--- src/rtl/ppm_pkg.sv ---
/*
  package of the prescaler and power-mode block: register offsets, field
  positions, reset values, mode and state encodings, wait-count decode.
  assumes nothing of its surroundings.
*/
package ppm_pkg;

  // ===========================================================
  // register map
  localparam logic [3:0] PPM_ADDR_SPC1 = 4'h0;
  localparam logic [3:0] PPM_ADDR_SPC2 = 4'h1;
  localparam logic [3:0] PPM_ADDR_MSC1 = 4'h2;
  localparam logic [3:0] PPM_ADDR_MSC2 = 4'h3;
  localparam logic [3:0] PPM_ADDR_STAT = 4'h4;

  // ===========================================================
  // field positions of system_power_control_1
  localparam int PPM_SOFTWARE_STANDBY_SELECT_BIT = 7;
  localparam int PPM_STS_HI   = 6;
  localparam int PPM_STS_LO   = 4;
  // field positions of system_power_control_2
  localparam int PPM_SUBSLP_BIT = 7;
  localparam int PPM_DIV_HI     = 2;
  localparam int PPM_DIV_LO     = 0;

  // ===========================================================
  // reset values
  localparam logic [7:0]  PPM_SPC1_RST = 8'h00;
  localparam logic [7:0]  PPM_SPC2_RST = 8'h00;
  localparam logic [7:0]  PPM_MSC_RST  = 8'h00;
  localparam logic [12:0] PPM_PSC_RST  = 13'h0000;
  localparam int          PPM_PSC_W    = 13;
  localparam int          PPM_WAIT_W   = 18;

  // ===========================================================
  // power modes, gray coded along active-sleep-standby-subsleep
  typedef enum logic [1:0] {
    PPM_ACTIVE   = 2'b00,
    PPM_SLEEP    = 2'b01,
    PPM_STANDBY  = 2'b11,
    PPM_SUBSLEEP = 2'b10
  } ppm_mode_type;

  typedef enum logic [1:0] {
    PPM_RUN  = 2'b00,
    PPM_HALT = 2'b01,
    PPM_WAIT = 2'b11
  } ppm_state_type;

  // register bus request bundle
  typedef struct packed {
    logic [3:0] addr;
    logic [7:0] wdata;
    logic       wr;
    logic       rd;
  } ppm_bus_type;

  // stabilization wait in states, decoded from the three select bits
  function automatic logic [17:0] ppm_wait_count(input logic [2:0] sel);
    case (sel)
      3'h0:    ppm_wait_count = 18'h02000;
      3'h1:    ppm_wait_count = 18'h04000;
      3'h2:    ppm_wait_count = 18'h08000;
      3'h3:    ppm_wait_count = 18'h10000;
      3'h4:    ppm_wait_count = 18'h20000;
      3'h5:    ppm_wait_count = 18'h00400;
      3'h6:    ppm_wait_count = 18'h00080;
      default: ppm_wait_count = 18'h00010;
    endcase
  endfunction : ppm_wait_count

  // system clock divide ratio as a mask over a 6-bit divider
  function automatic logic [5:0] ppm_div_mask(input logic [2:0] sel);
    case (sel)
      3'h4:    ppm_div_mask = 6'h07;
      3'h5:    ppm_div_mask = 6'h0f;
      3'h6:    ppm_div_mask = 6'h1f;
      3'h7:    ppm_div_mask = 6'h3f;
      default: ppm_div_mask = 6'h00;
    endcase
  endfunction : ppm_div_mask

endpackage : ppm_pkg

--- src/rtl/ppm_prescaler.sv ---
/*
  peripheral prescaler and power-down mode control, with its register file.
  assumes core_clk is the oscillator clock and runs through every mode; the
  stopped system clock is shown by sys_clk_en, a one-cycle enable per tick.
  assumes a register port master of the plain strobe kind, a one-cycle
  sleep_req pulse from the processor and a wake_req from the wake logic.
  peripherals gate themselves from psc_taps, module_run and periph_run.
*/
// Our own choices: the address map and the plain strobed port.
`timescale 1ns/1ps

module ppm_prescaler
  import ppm_pkg::*;
#(
  parameter int PSC_W = PPM_PSC_W
)(
  input  wire logic              core_clk,
  input  wire logic              rst,
  input  wire logic              clk_en,
  input  wire ppm_bus_type       bus,
  output logic [7:0]             rdata,
  input  wire logic              sleep_req,
  input  wire logic              wake_req,
  output logic [PSC_W-1:0]       psc_taps,
  output logic                   sys_clk_en,
  output logic                   cpu_run,
  output logic                   periph_run,
  output logic [15:0]            module_run,
  output logic                   port_hold,
  output logic [1:0]             power_mode
);

  // ===========================================================
  // registers
  logic [7:0]        spc1_r;
  logic [7:0]        spc2_r;
  logic [7:0]        msc1_r;
  logic [7:0]        msc2_r;
  logic [PSC_W-1:0]  psc_r;
  logic [5:0]        div_r;
  logic              div_tick;
  ppm_mode_type      mode_r;
  ppm_state_type     state_r;
  logic [PPM_WAIT_W-1:0] wait_r;
  logic              clk_stop;

  // ===========================================================
  // register file
  // writes are taken only while clk_en is high; unmapped addresses are ignored
  // low nibble of system_power_control_1 is reserved and reads as zero
  always_ff @(posedge core_clk or posedge rst)
  begin
    if (rst)
    begin
      spc1_r <= PPM_SPC1_RST;
      spc2_r <= PPM_SPC2_RST;
    end
    else if (clk_en && bus.wr)
    begin
      if (bus.addr == PPM_ADDR_SPC1)
        spc1_r <= {bus.wdata[7:4], 4'h0};
      if (bus.addr == PPM_ADDR_SPC2)
        spc2_r <= bus.wdata;
    end
  end

  // a set module bit stops that module; clearing it lets the module run again
  always_ff @(posedge core_clk or posedge rst)
  begin
    if (rst)
    begin
      msc1_r <= PPM_MSC_RST;
      msc2_r <= PPM_MSC_RST;
    end
    else if (clk_en && bus.wr)
    begin
      if (bus.addr == PPM_ADDR_MSC1)
        msc1_r <= bus.wdata;
      if (bus.addr == PPM_ADDR_MSC2)
        msc2_r <= bus.wdata;
    end
  end

  // the count is deliberately absent from the read map
  always_ff @(posedge core_clk or posedge rst)
  begin
    if (rst)
      rdata <= 8'h00;
    else if (clk_en)
    begin
      rdata <= 8'h00;
      if (bus.rd)
      begin
        case (bus.addr)
          PPM_ADDR_SPC1: rdata <= spc1_r;
          PPM_ADDR_SPC2: rdata <= spc2_r;
          PPM_ADDR_MSC1: rdata <= msc1_r;
          PPM_ADDR_MSC2: rdata <= msc2_r;
          PPM_ADDR_STAT: rdata <= {4'h0, state_r, mode_r};
          default:       rdata <= 8'h00;
        endcase
      end
    end
  end

  // ===========================================================
  // power mode sequencer
  // a sleep request is only honoured in RUN and a wake only in HALT, so a
  // stray strobe in the other states cannot reorder the sequence
  always_ff @(posedge core_clk or posedge rst)
  begin
    if (rst)
    begin
      state_r <= PPM_RUN;
      mode_r  <= PPM_ACTIVE;
    end
    else if (clk_en)
    begin
      case (state_r)
        PPM_RUN:
          if (sleep_req)
          begin
            state_r <= PPM_HALT;
            if (spc1_r[PPM_SOFTWARE_STANDBY_SELECT_BIT])
              mode_r <= PPM_STANDBY;
            else if (spc2_r[PPM_SUBSLP_BIT])
              mode_r <= PPM_SUBSLEEP;
            else
              mode_r <= PPM_SLEEP;
          end
        PPM_HALT:
          if (wake_req)
          begin
            // sleep keeps the clock alive, so no stabilization wait is owed
            if (mode_r == PPM_SLEEP)
            begin
              state_r <= PPM_RUN;
              mode_r  <= PPM_ACTIVE;
            end
            else
              state_r <= PPM_WAIT;
          end
        PPM_WAIT:
          if (wait_r == 18'h0)
          begin
            state_r <= PPM_RUN;
            mode_r  <= PPM_ACTIVE;
          end
        default:
        begin
          state_r <= PPM_RUN;
          mode_r  <= PPM_ACTIVE;
        end
      endcase
    end
  end

  // wait counter, loaded on a wake from a clock-stopping mode and counted
  // on core_clk, the oscillator clock; the longest count needs 18 bits
  always_ff @(posedge core_clk or posedge rst)
  begin
    if (rst)
      wait_r <= '0;
    else if (clk_en)
    begin
      if (state_r == PPM_HALT && wake_req && mode_r != PPM_SLEEP)
        wait_r <= ppm_wait_count(spc1_r[PPM_STS_HI:PPM_STS_LO]) - 18'h1;
      else if (state_r == PPM_WAIT && wait_r != 18'h0)
        wait_r <= wait_r - 18'h1;
    end
  end

  // clock stays stopped through the wait so peripherals see no early edges
  assign clk_stop = (mode_r == PPM_STANDBY) || (mode_r == PPM_SUBSLEEP);

  // ===========================================================
  // system clock divider and prescaler
  // the divider restarts on every tick, so a new ratio takes hold within one
  // period of the new one
  always_ff @(posedge core_clk or posedge rst)
  begin
    if (rst)
      div_r <= '0;
    else if (clk_en)
    begin
      if (clk_stop || div_tick)
        div_r <= '0;
      else
        div_r <= div_r + 6'h1;
    end
  end

  assign div_tick = ((div_r & ppm_div_mask(spc2_r[PPM_DIV_HI:PPM_DIV_LO])) ==
                     ppm_div_mask(spc2_r[PPM_DIV_HI:PPM_DIV_LO]));

  // free-running and wrapping, so every tap keeps toggling while clocked
  always_ff @(posedge core_clk or posedge rst)
  begin
    if (rst)
      psc_r <= PSC_W'(PPM_PSC_RST);
    else if (clk_en)
    begin
      if (clk_stop)
        psc_r <= PSC_W'(PPM_PSC_RST);
      else if (div_tick)
        psc_r <= psc_r + 1'b1;
    end
  end

  // ===========================================================
  // outputs, one register per concern so each stays a plain flip-flop
  // taps are cleared in the same edge that stops the clock, so no
  // peripheral ever sees a stale count beside a stopped clock
  always_ff @(posedge core_clk or posedge rst)
  begin
    if (rst)
      psc_taps <= '0;
    else if (clk_en)
      psc_taps <= clk_stop ? PSC_W'(PPM_PSC_RST) : psc_r;
  end

  always_ff @(posedge core_clk or posedge rst)
  begin
    if (rst)
      sys_clk_en <= 1'b0;
    else if (clk_en)
      sys_clk_en <= !clk_stop && div_tick;
  end

  // the processor runs only in RUN; peripherals also idle through the wait
  always_ff @(posedge core_clk or posedge rst)
  begin
    if (rst)
    begin
      cpu_run    <= 1'b0;
      periph_run <= 1'b0;
    end
    else if (clk_en)
    begin
      cpu_run    <= (state_r == PPM_RUN);
      periph_run <= !clk_stop;
    end
  end

  // the global stop overrides every module bit
  always_ff @(posedge core_clk or posedge rst)
  begin
    if (rst)
      module_run <= '0;
    else if (clk_en)
      module_run <= clk_stop ? 16'h0000 : ~{msc2_r, msc1_r};
  end

  always_ff @(posedge core_clk or posedge rst)
  begin
    if (rst)
    begin
      port_hold  <= 1'b0;
      power_mode <= PPM_ACTIVE;
    end
    else if (clk_en)
    begin
      port_hold  <= (mode_r == PPM_SUBSLEEP);
      power_mode <= mode_r;
    end
  end

endmodule : ppm_prescaler

--- config.mk ---
export PLATFORM = sky130hd
export DESIGN_NAME = ppm_prescaler
export DESIGN_NICKNAME = d
export VERILOG_FILES = /design/src/rtl/ppm_pkg.sv /design/src/rtl/ppm_prescaler.sv
export SDC_FILE = /design/constraint.sdc
export NUM_CORES = 1
export LEC_CHECK = 0
export BUFFER_PORTS_ARGS = -buffer_cell sky130_fd_sc_hd__buf_4
export CAP_MARGIN = 10
export CELL_PAD_IN_SITES_DETAIL_PLACEMENT = 1
export CELL_PAD_IN_SITES_GLOBAL_PLACEMENT = 2
export CORE_ASPECT_RATIO = 0.8
export CORE_UTILIZATION = 38
export CTS_BUF_LIST = sky130_fd_sc_hd__clkbuf_4 sky130_fd_sc_hd__clkbuf_8
export DETAILED_ROUTE_END_ITERATION = 12
export HOLD_SLACK_MARGIN = 0.15
export PLACE_DENSITY_LB_ADDON = 0.1
export SLEW_MARGIN = 20
export SYNTH_ARGS = -nofsm -noshare
export SYNTH_HDL_FRONTEND = slang
export SYNTH_SLANG_ARGS = --single-unit
--- constraint.sdc ---
create_clock -name core_clk -period 4.5 [get_ports core_clk]
set_input_delay 0.225 -clock core_clk [delete_from_list [all_inputs] [get_ports core_clk]]
set_output_delay 0.225 -clock core_clk [all_outputs]
set_load 0.01 [all_outputs]
* Yosys cells after proc, flatten, opt, wreduce, memory -nomap -nowiden
Index checks and enable logic that the tools add are counted.
** Word-level totals
- Flip-flop bits (word level) :: 112
- Input port bits :: 19
- Output and inout bits :: 43
- Word-level logic and storage cells :: 95
** Cells by class
- $add $sub $neg :: 4
- Eq/ne operators :: 25
- Multiplexer cells :: 24
- Bitwise operators :: 2
- Reductions and logical operators :: 23
** Operator list (number)
- 18-bit case mux with 7 select lines :: 1
- 18-bit two-way mux :: 4
- 8-bit case mux with 5 select lines :: 1
- 13-bit two-way mux :: 3
- 18-bit by 1-bit subtractor with 18-bit output (second input constant) :: 2
- 6-bit case mux with 4 select lines :: 1
- 3-bit equality test (second input constant) :: 7
- 18-bit zero test :: 1
- 2-bit two-way mux :: 9
- 18-bit nonzero test :: 1
- 16-bit two-way mux :: 1
- 16-bit NOT :: 1
- 13-bit by 1-bit adder with 13-bit output (second input constant) :: 1
- 2-bit case mux with 3 select lines :: 2
- 2-bit AND reduction :: 6
- 4-bit by 2-bit equality test with 1-bit output (second input constant) :: 2
- 8-bit two-way mux :: 1
- 2-bit inequality test (second input constant) :: 4
- 6-bit by 1-bit adder with 6-bit output (second input constant) :: 1
- 6-bit AND :: 1
- 2-bit equality test (second input constant) :: 3
- 3-bit by 2-bit equality test with 1-bit output (second input constant) :: 2
- 6-bit equality test :: 1
- 6-bit two-way mux :: 1
- 14 further kinds :: 21

* Logic depth before layout (Yosys ltp)
- Word-level depth :: 7
- Depth in mapped cells :: 13
- Depth with buffers taken out :: 9

* Worst setup path before layout
Ideal clock, no wire load.
- Kind :: flip-flop to flip-flop
- Start :: reg mode_r[1]
- End :: reg wait_r[14]
- Library setup time :: 0.131 ns
- Arrival :: 2.376 ns
- Data required time :: 4.369 ns
- Path slack :: 1.993 ns
- Cell stages (with the launch flop) :: 12
- Path buffers :: 3
- Period minus slack after synthesis :: 2.507 ns
- Path through :: dfrtp_1 buf_6 nand2b_4 nand3_1 clkbuf_1 clkbuf_1 nand2_1 ha_1 and3_1 a22oi_1 mux2i_1 o211ai_1
** Between the ends
- Word-level cells in the longest chain between the ends :: 4
- Elaborated cells between the ends (all ways) :: 5
- Classes of those cells :: eq/ne (1); mux (1); reduce/logical (3)
** RTL lines
- start, declared :: RTL line ppm_prescaler.sv:42 : ppm_mode_type mode_r;
- start signal, assigned :: RTL line ppm_prescaler.sv:115 : mode_r <= PPM_ACTIVE;
- start signal, assigned :: RTL line ppm_prescaler.sv:125 : mode_r <= PPM_STANDBY;
- start signal, assigned :: RTL line ppm_prescaler.sv:127 : mode_r <= PPM_SUBSLEEP;
- 2-bit by 1-bit inequality test with 1-bit output (*) :: RTL line ppm_prescaler.sv:166 : if (state_r == PPM_HALT && wake_req && mode_r != PPM_SLEEP)
- 1-bit logical AND (*) :: RTL line ppm_prescaler.sv:166
- 2-bit nonzero test (no line)
- 2-bit AND reduction (no line)
- end signal, assigned :: RTL line ppm_prescaler.sv:167 : wait_r <= ppm_wait_count(spc1_r[PPM_STS_HI:PPM_STS_LO]) - 18'h1;
- end signal, assigned :: RTL line ppm_prescaler.sv:169 : wait_r <= wait_r - 18'h1;
- end, declared :: RTL line ppm_prescaler.sv:44 : logic [PPM_WAIT_W-1:0] wait_r;
Mark *: on every way between the ends. The rest lies on a longest branch, timed or not.
A chain may end at the register's enable or synchronous reset.

* Final worst setup path
- Start :: reg state_r[0]
- End :: reg wait_r[16]
** Between the ends
- Word-level cells in the longest chain between the ends :: 5
- Elaborated cells between the ends (all ways) :: 8
- Classes of those cells :: eq/ne (2); mux (1); reduce/logical (5)
** RTL lines
- start, declared :: RTL line ppm_prescaler.sv:43 : ppm_state_type state_r;
- start signal, assigned :: RTL line ppm_prescaler.sv:114 : state_r <= PPM_RUN;
- start signal, assigned :: RTL line ppm_prescaler.sv:123 : state_r <= PPM_HALT;
- start signal, assigned :: RTL line ppm_prescaler.sv:137 : state_r <= PPM_RUN;
- 2-bit by 1-bit equality test with 1-bit output :: RTL line ppm_prescaler.sv:166
- 1-bit logical AND (2 in a row) :: RTL line ppm_prescaler.sv:166
- 2-bit nonzero test (no line)
- 2-bit AND reduction (no line)
Parallel ways exist; a longest one is shown, timed or not.

==> flow_metrics.env <==
export IMPL_status="finished, final reports clean"
export IMPL_htree_levels=3
export IMPL_fillers=1589
export IMPL_nets=639
export IMPL_drcViolationCount=0
export IMPL_syn_area_per_cell_um2=9.79
export IMPL_setup_violations=0
export IMPL_top_layer="met4"
export IMPL_p_leak_nw=2.83
export IMPL_placed_cell_area_um2=6060
export IMPL_synth_most_common_cell="dfrtp_1"
export IMPL_tritoncts="done"
export IMPL_crit_path_cell_trace="nor2b_1, nand3_1, buf_4, nand2_1, ha_1, nand3_1, nor4_1, nand2_1, o21ai_0, a21oi_1"
export IMPL_num_rows=38
export IMPL_maxSlewHeadroom_pct=42.3
export IMPL_tightest_slew_ps=863
export IMPL_port_buffers=61
export IMPL_wl_met2_um=6610
export IMPL_drive_gt1_share_pct=20.4
export IMPL_die_area_um2=14800
export IMPL_r2r_setup_slack_ps=1820
export IMPL_clock_skew_final_ps=13.6
export IMPL_cts_made_buffers=9
export IMPL_io_pins=62
export IMPL_viasPerCell=5.43
export IMPL_final_area_um2=6370
export IMPL_seq_area_frac_synth_pct=51.4
export IMPL_period_needed_ps=2680
export IMPL_path_clk_slew_ps=120
export IMPL_worstHoldStart="bus[13]"
export IMPL_regArea_um2=2800
export IMPL_fmax_mhz=373
export IMPL_yosys_area_top_type="dfrtp_1"
export IMPL_syn2layout_area_growth_pct=16.7
export IMPL_synthArstFlopShare_pct=100
export IMPL_cp_arrival_ps=2940
export IMPL_synthFlopType="dfrtp_1"
export IMPL_fin_setup_tns_ps=0
export IMPL_maxCapViolCount=0
export IMPL_hold_path_end="rdata[2]"
export IMPL_rsz0062_at_grt="false"
export IMPL_ys_top_cells_by_area="dfrtp_1, mux2_2, o21ai_0"
export IMPL_crit_path_start_kind="register"
export IMPL_finalCritPeriodShare_pct=59.6
export IMPL_rr_endpoint="wait_r[16]"
export IMPL_vias=4352
export IMPL_hold_worst_slack_ps=188
export IMPL_cts_sinks=112
export IMPL_track_usage_pct=21.2
export IMPL_synth_top_cell_area_share_pct=51.4
export IMPL_whs_path_depth=3
export IMPL_required_ps=4760
export IMPL_multi_input_area_um2=2340
export IMPL_dp_hpwl_um=10100
export IMPL_syn_nets=579
export IMPL_firstDrtPassIters=4
export IMPL_synth_edf_count=0
export IMPL_irDropWorstVdd_mv=0.170
export IMPL_timing_rr_start="state_r[0]"
export IMPL_initial_core_util_pct=39.6
export IMPL_grt_max_degree=83
export IMPL_synthCells=557
export IMPL_cts_root_buf="clkbuf_8"
export IMPL_drv_slew=0
export IMPL_grt_pass1_wl_um=24100
export IMPL_met1_length_um=7220
export IMPL_critPathKind="reg2reg"
export IMPL_worst_r2r_path_depth=10
export IMPL_drt_initial_drc_count=255
export IMPL_max_stage_delay_ps=610
export IMPL_clockBufferDepth=2
export IMPL_wl_per_cell_um=17.9
export IMPL_cpMaxStageDelayCell="dfrtp_1"
export IMPL_syn_area_um2=5460
export IMPL_antenna_found_initial=0
export IMPL_final_antenna_net_count=0
export IMPL_synth_distinct_cells=60
export IMPL_die_x_um=136
export IMPL_path_max_fanout=27
export IMPL_hold_class="in2reg"
export IMPL_dp_slack_ps=1860
export IMPL_met3_length_um=363
export IMPL_chipHeight_um=109
export IMPL_ys_top_cells_by_count="dfrtp_1, nand2_1, o21ai_0"
export IMPL_routabilityCongestion=0.774
export IMPL_num_antenna_cells=0
export IMPL_grt_overflow=0
export IMPL_end_kind="register"
export IMPL_powerDensity_nw_per_um2=484
export IMPL_core_um2=13800
export IMPL_ys_warn_count=0
export IMPL_hold_viol_final=0
export IMPL_routed_wl_um=14400
export IMPL_grt_pass1_vias=4489
export IMPL_synth_seq_cells=112
export IMPL_cts_setup_buffers=0
export IMPL_clkLatencyLatePin_ps=400
export IMPL_total_power_mw=3.08
export IMPL_setup_ws_ps=1820
## kinds of logic (layout without fill, tap and decap cells)
| group | count (synthesis) | after routing | share of synthesized area, % |
|---|---|---|---|
| buf+inv | 76 | 141 | 5.64 |
| compound gates | 150 | 150 | 17.0 |
| xor+xnor | 11 | 11 | 1.77 |
| flops | 112 | 112 | 51.4 |
| fa+ha+maj | 3 | 3 | 0.688 |
| mux | 41 | 41 | 8.23 |
| simple gates | 164 | 164 | 15.3 |
## final cells by class
type,instances,area share (%)
clock buffers,9,1.95
flip-flops and latches,112,44.0
multi-input cells,369,36.8
repair buffers,76,9.31
clock inverters,7,1.40
well taps,180,3.54
inverters,49,2.97
## layer usage
layer / vias up / global-route usage (%)
met3: 13 / 4.18
li1: 2085 / -
met1: 2205 / 30.3
met2: 49 / 32.9
met5: - / 0
met4: 0 / 5.40
## metrics by stage
stage	instances	utilization (%)
after floorplan	557	-
after global placement	777	44.0
after detailed placement	777	44.0
after CTS	802	46.2
after global routing	802	46.2
final	802	46.2
## repair_timing
action | in CTS | in global routing
hold buffers | 9 | 0
gates resized for setup | 0 | 0
hold endpoints to repair | 109 | 0
setup endpoints to repair | 0 | 0
## worst max-delay path by stage
stage,slack [ps],endpoint,cells past startpoint,from
4_1_cts,1840,wait_r[12],8,state_r[0]
3_5_place_dp,1860,wait_r[12],8,state_r[0]
2_1_floorplan,1320,cpu_run,1,rst
3_3_place_gp,2070,wait_r[12],8,state_r[0]
5_1_grt,1560,wait_r[16],10,state_r[0]
6_report,1820,wait_r[16],10,state_r[0]
## registers in the layout, summed over array words and instances, names as in the netlist, 2 cells and up
signal,count
msc1_r,8
psc_r,13
power_mode,2
rdata,8
module_run,16
mode_r,2
wait_r,18
div_r,6
psc_taps,13
spc1_r,4
state_r,2
msc2_r,8
spc2_r,8
## worst max-delay path, delay by kind of cell, from the launching register on
family	cells	cell delay [ps]
AND/OR/NAND/NOR	6	1040
flip-flops	1	610
adder cells (fa/ha/maj)	1	460
buffers and inverters	1	230
AO/OA/AOI/OAI	2	180
## power by group
| group | total [mW] | leakage (nW) | switching [mW] | internal, mW |
|---|---|---|---|---|
| clock | 0.657 | 0.103 | 0.389 | 0.268 |
| combinational | 0.978 | 1.25 | 0.556 | 0.422 |
| sequential | 1.45 | 1.48 | 0.227 | 1.22 |
## layout by cell type (no fill, tap or decap), types with 4 or more instances in the layout
cell           synthesis  layout
xor2_1                 5       5
clkbuf_8               0       9
nand4_1                6       6
o22ai_1               31      31
mux2_2                31      31
and3_1                12      12
nor2b_1               10      10
inv_1                 49      48
nor2_1                31      31
buf_4                  1      67
dlygate4sd3_1          0       9
a22oi_1                7       7
mux2i_1               10      10
nand2_1               52      52
nor3_1                 8       8
xnor2_1                6       6
nand3_1               15      15
o21ai_0               50      50
or3_1                  4       4
dfrtp_1              112     112
o31ai_1                5       5
a21oi_1               28      28
No activity file was read; power rests on OpenSTA's default activity.
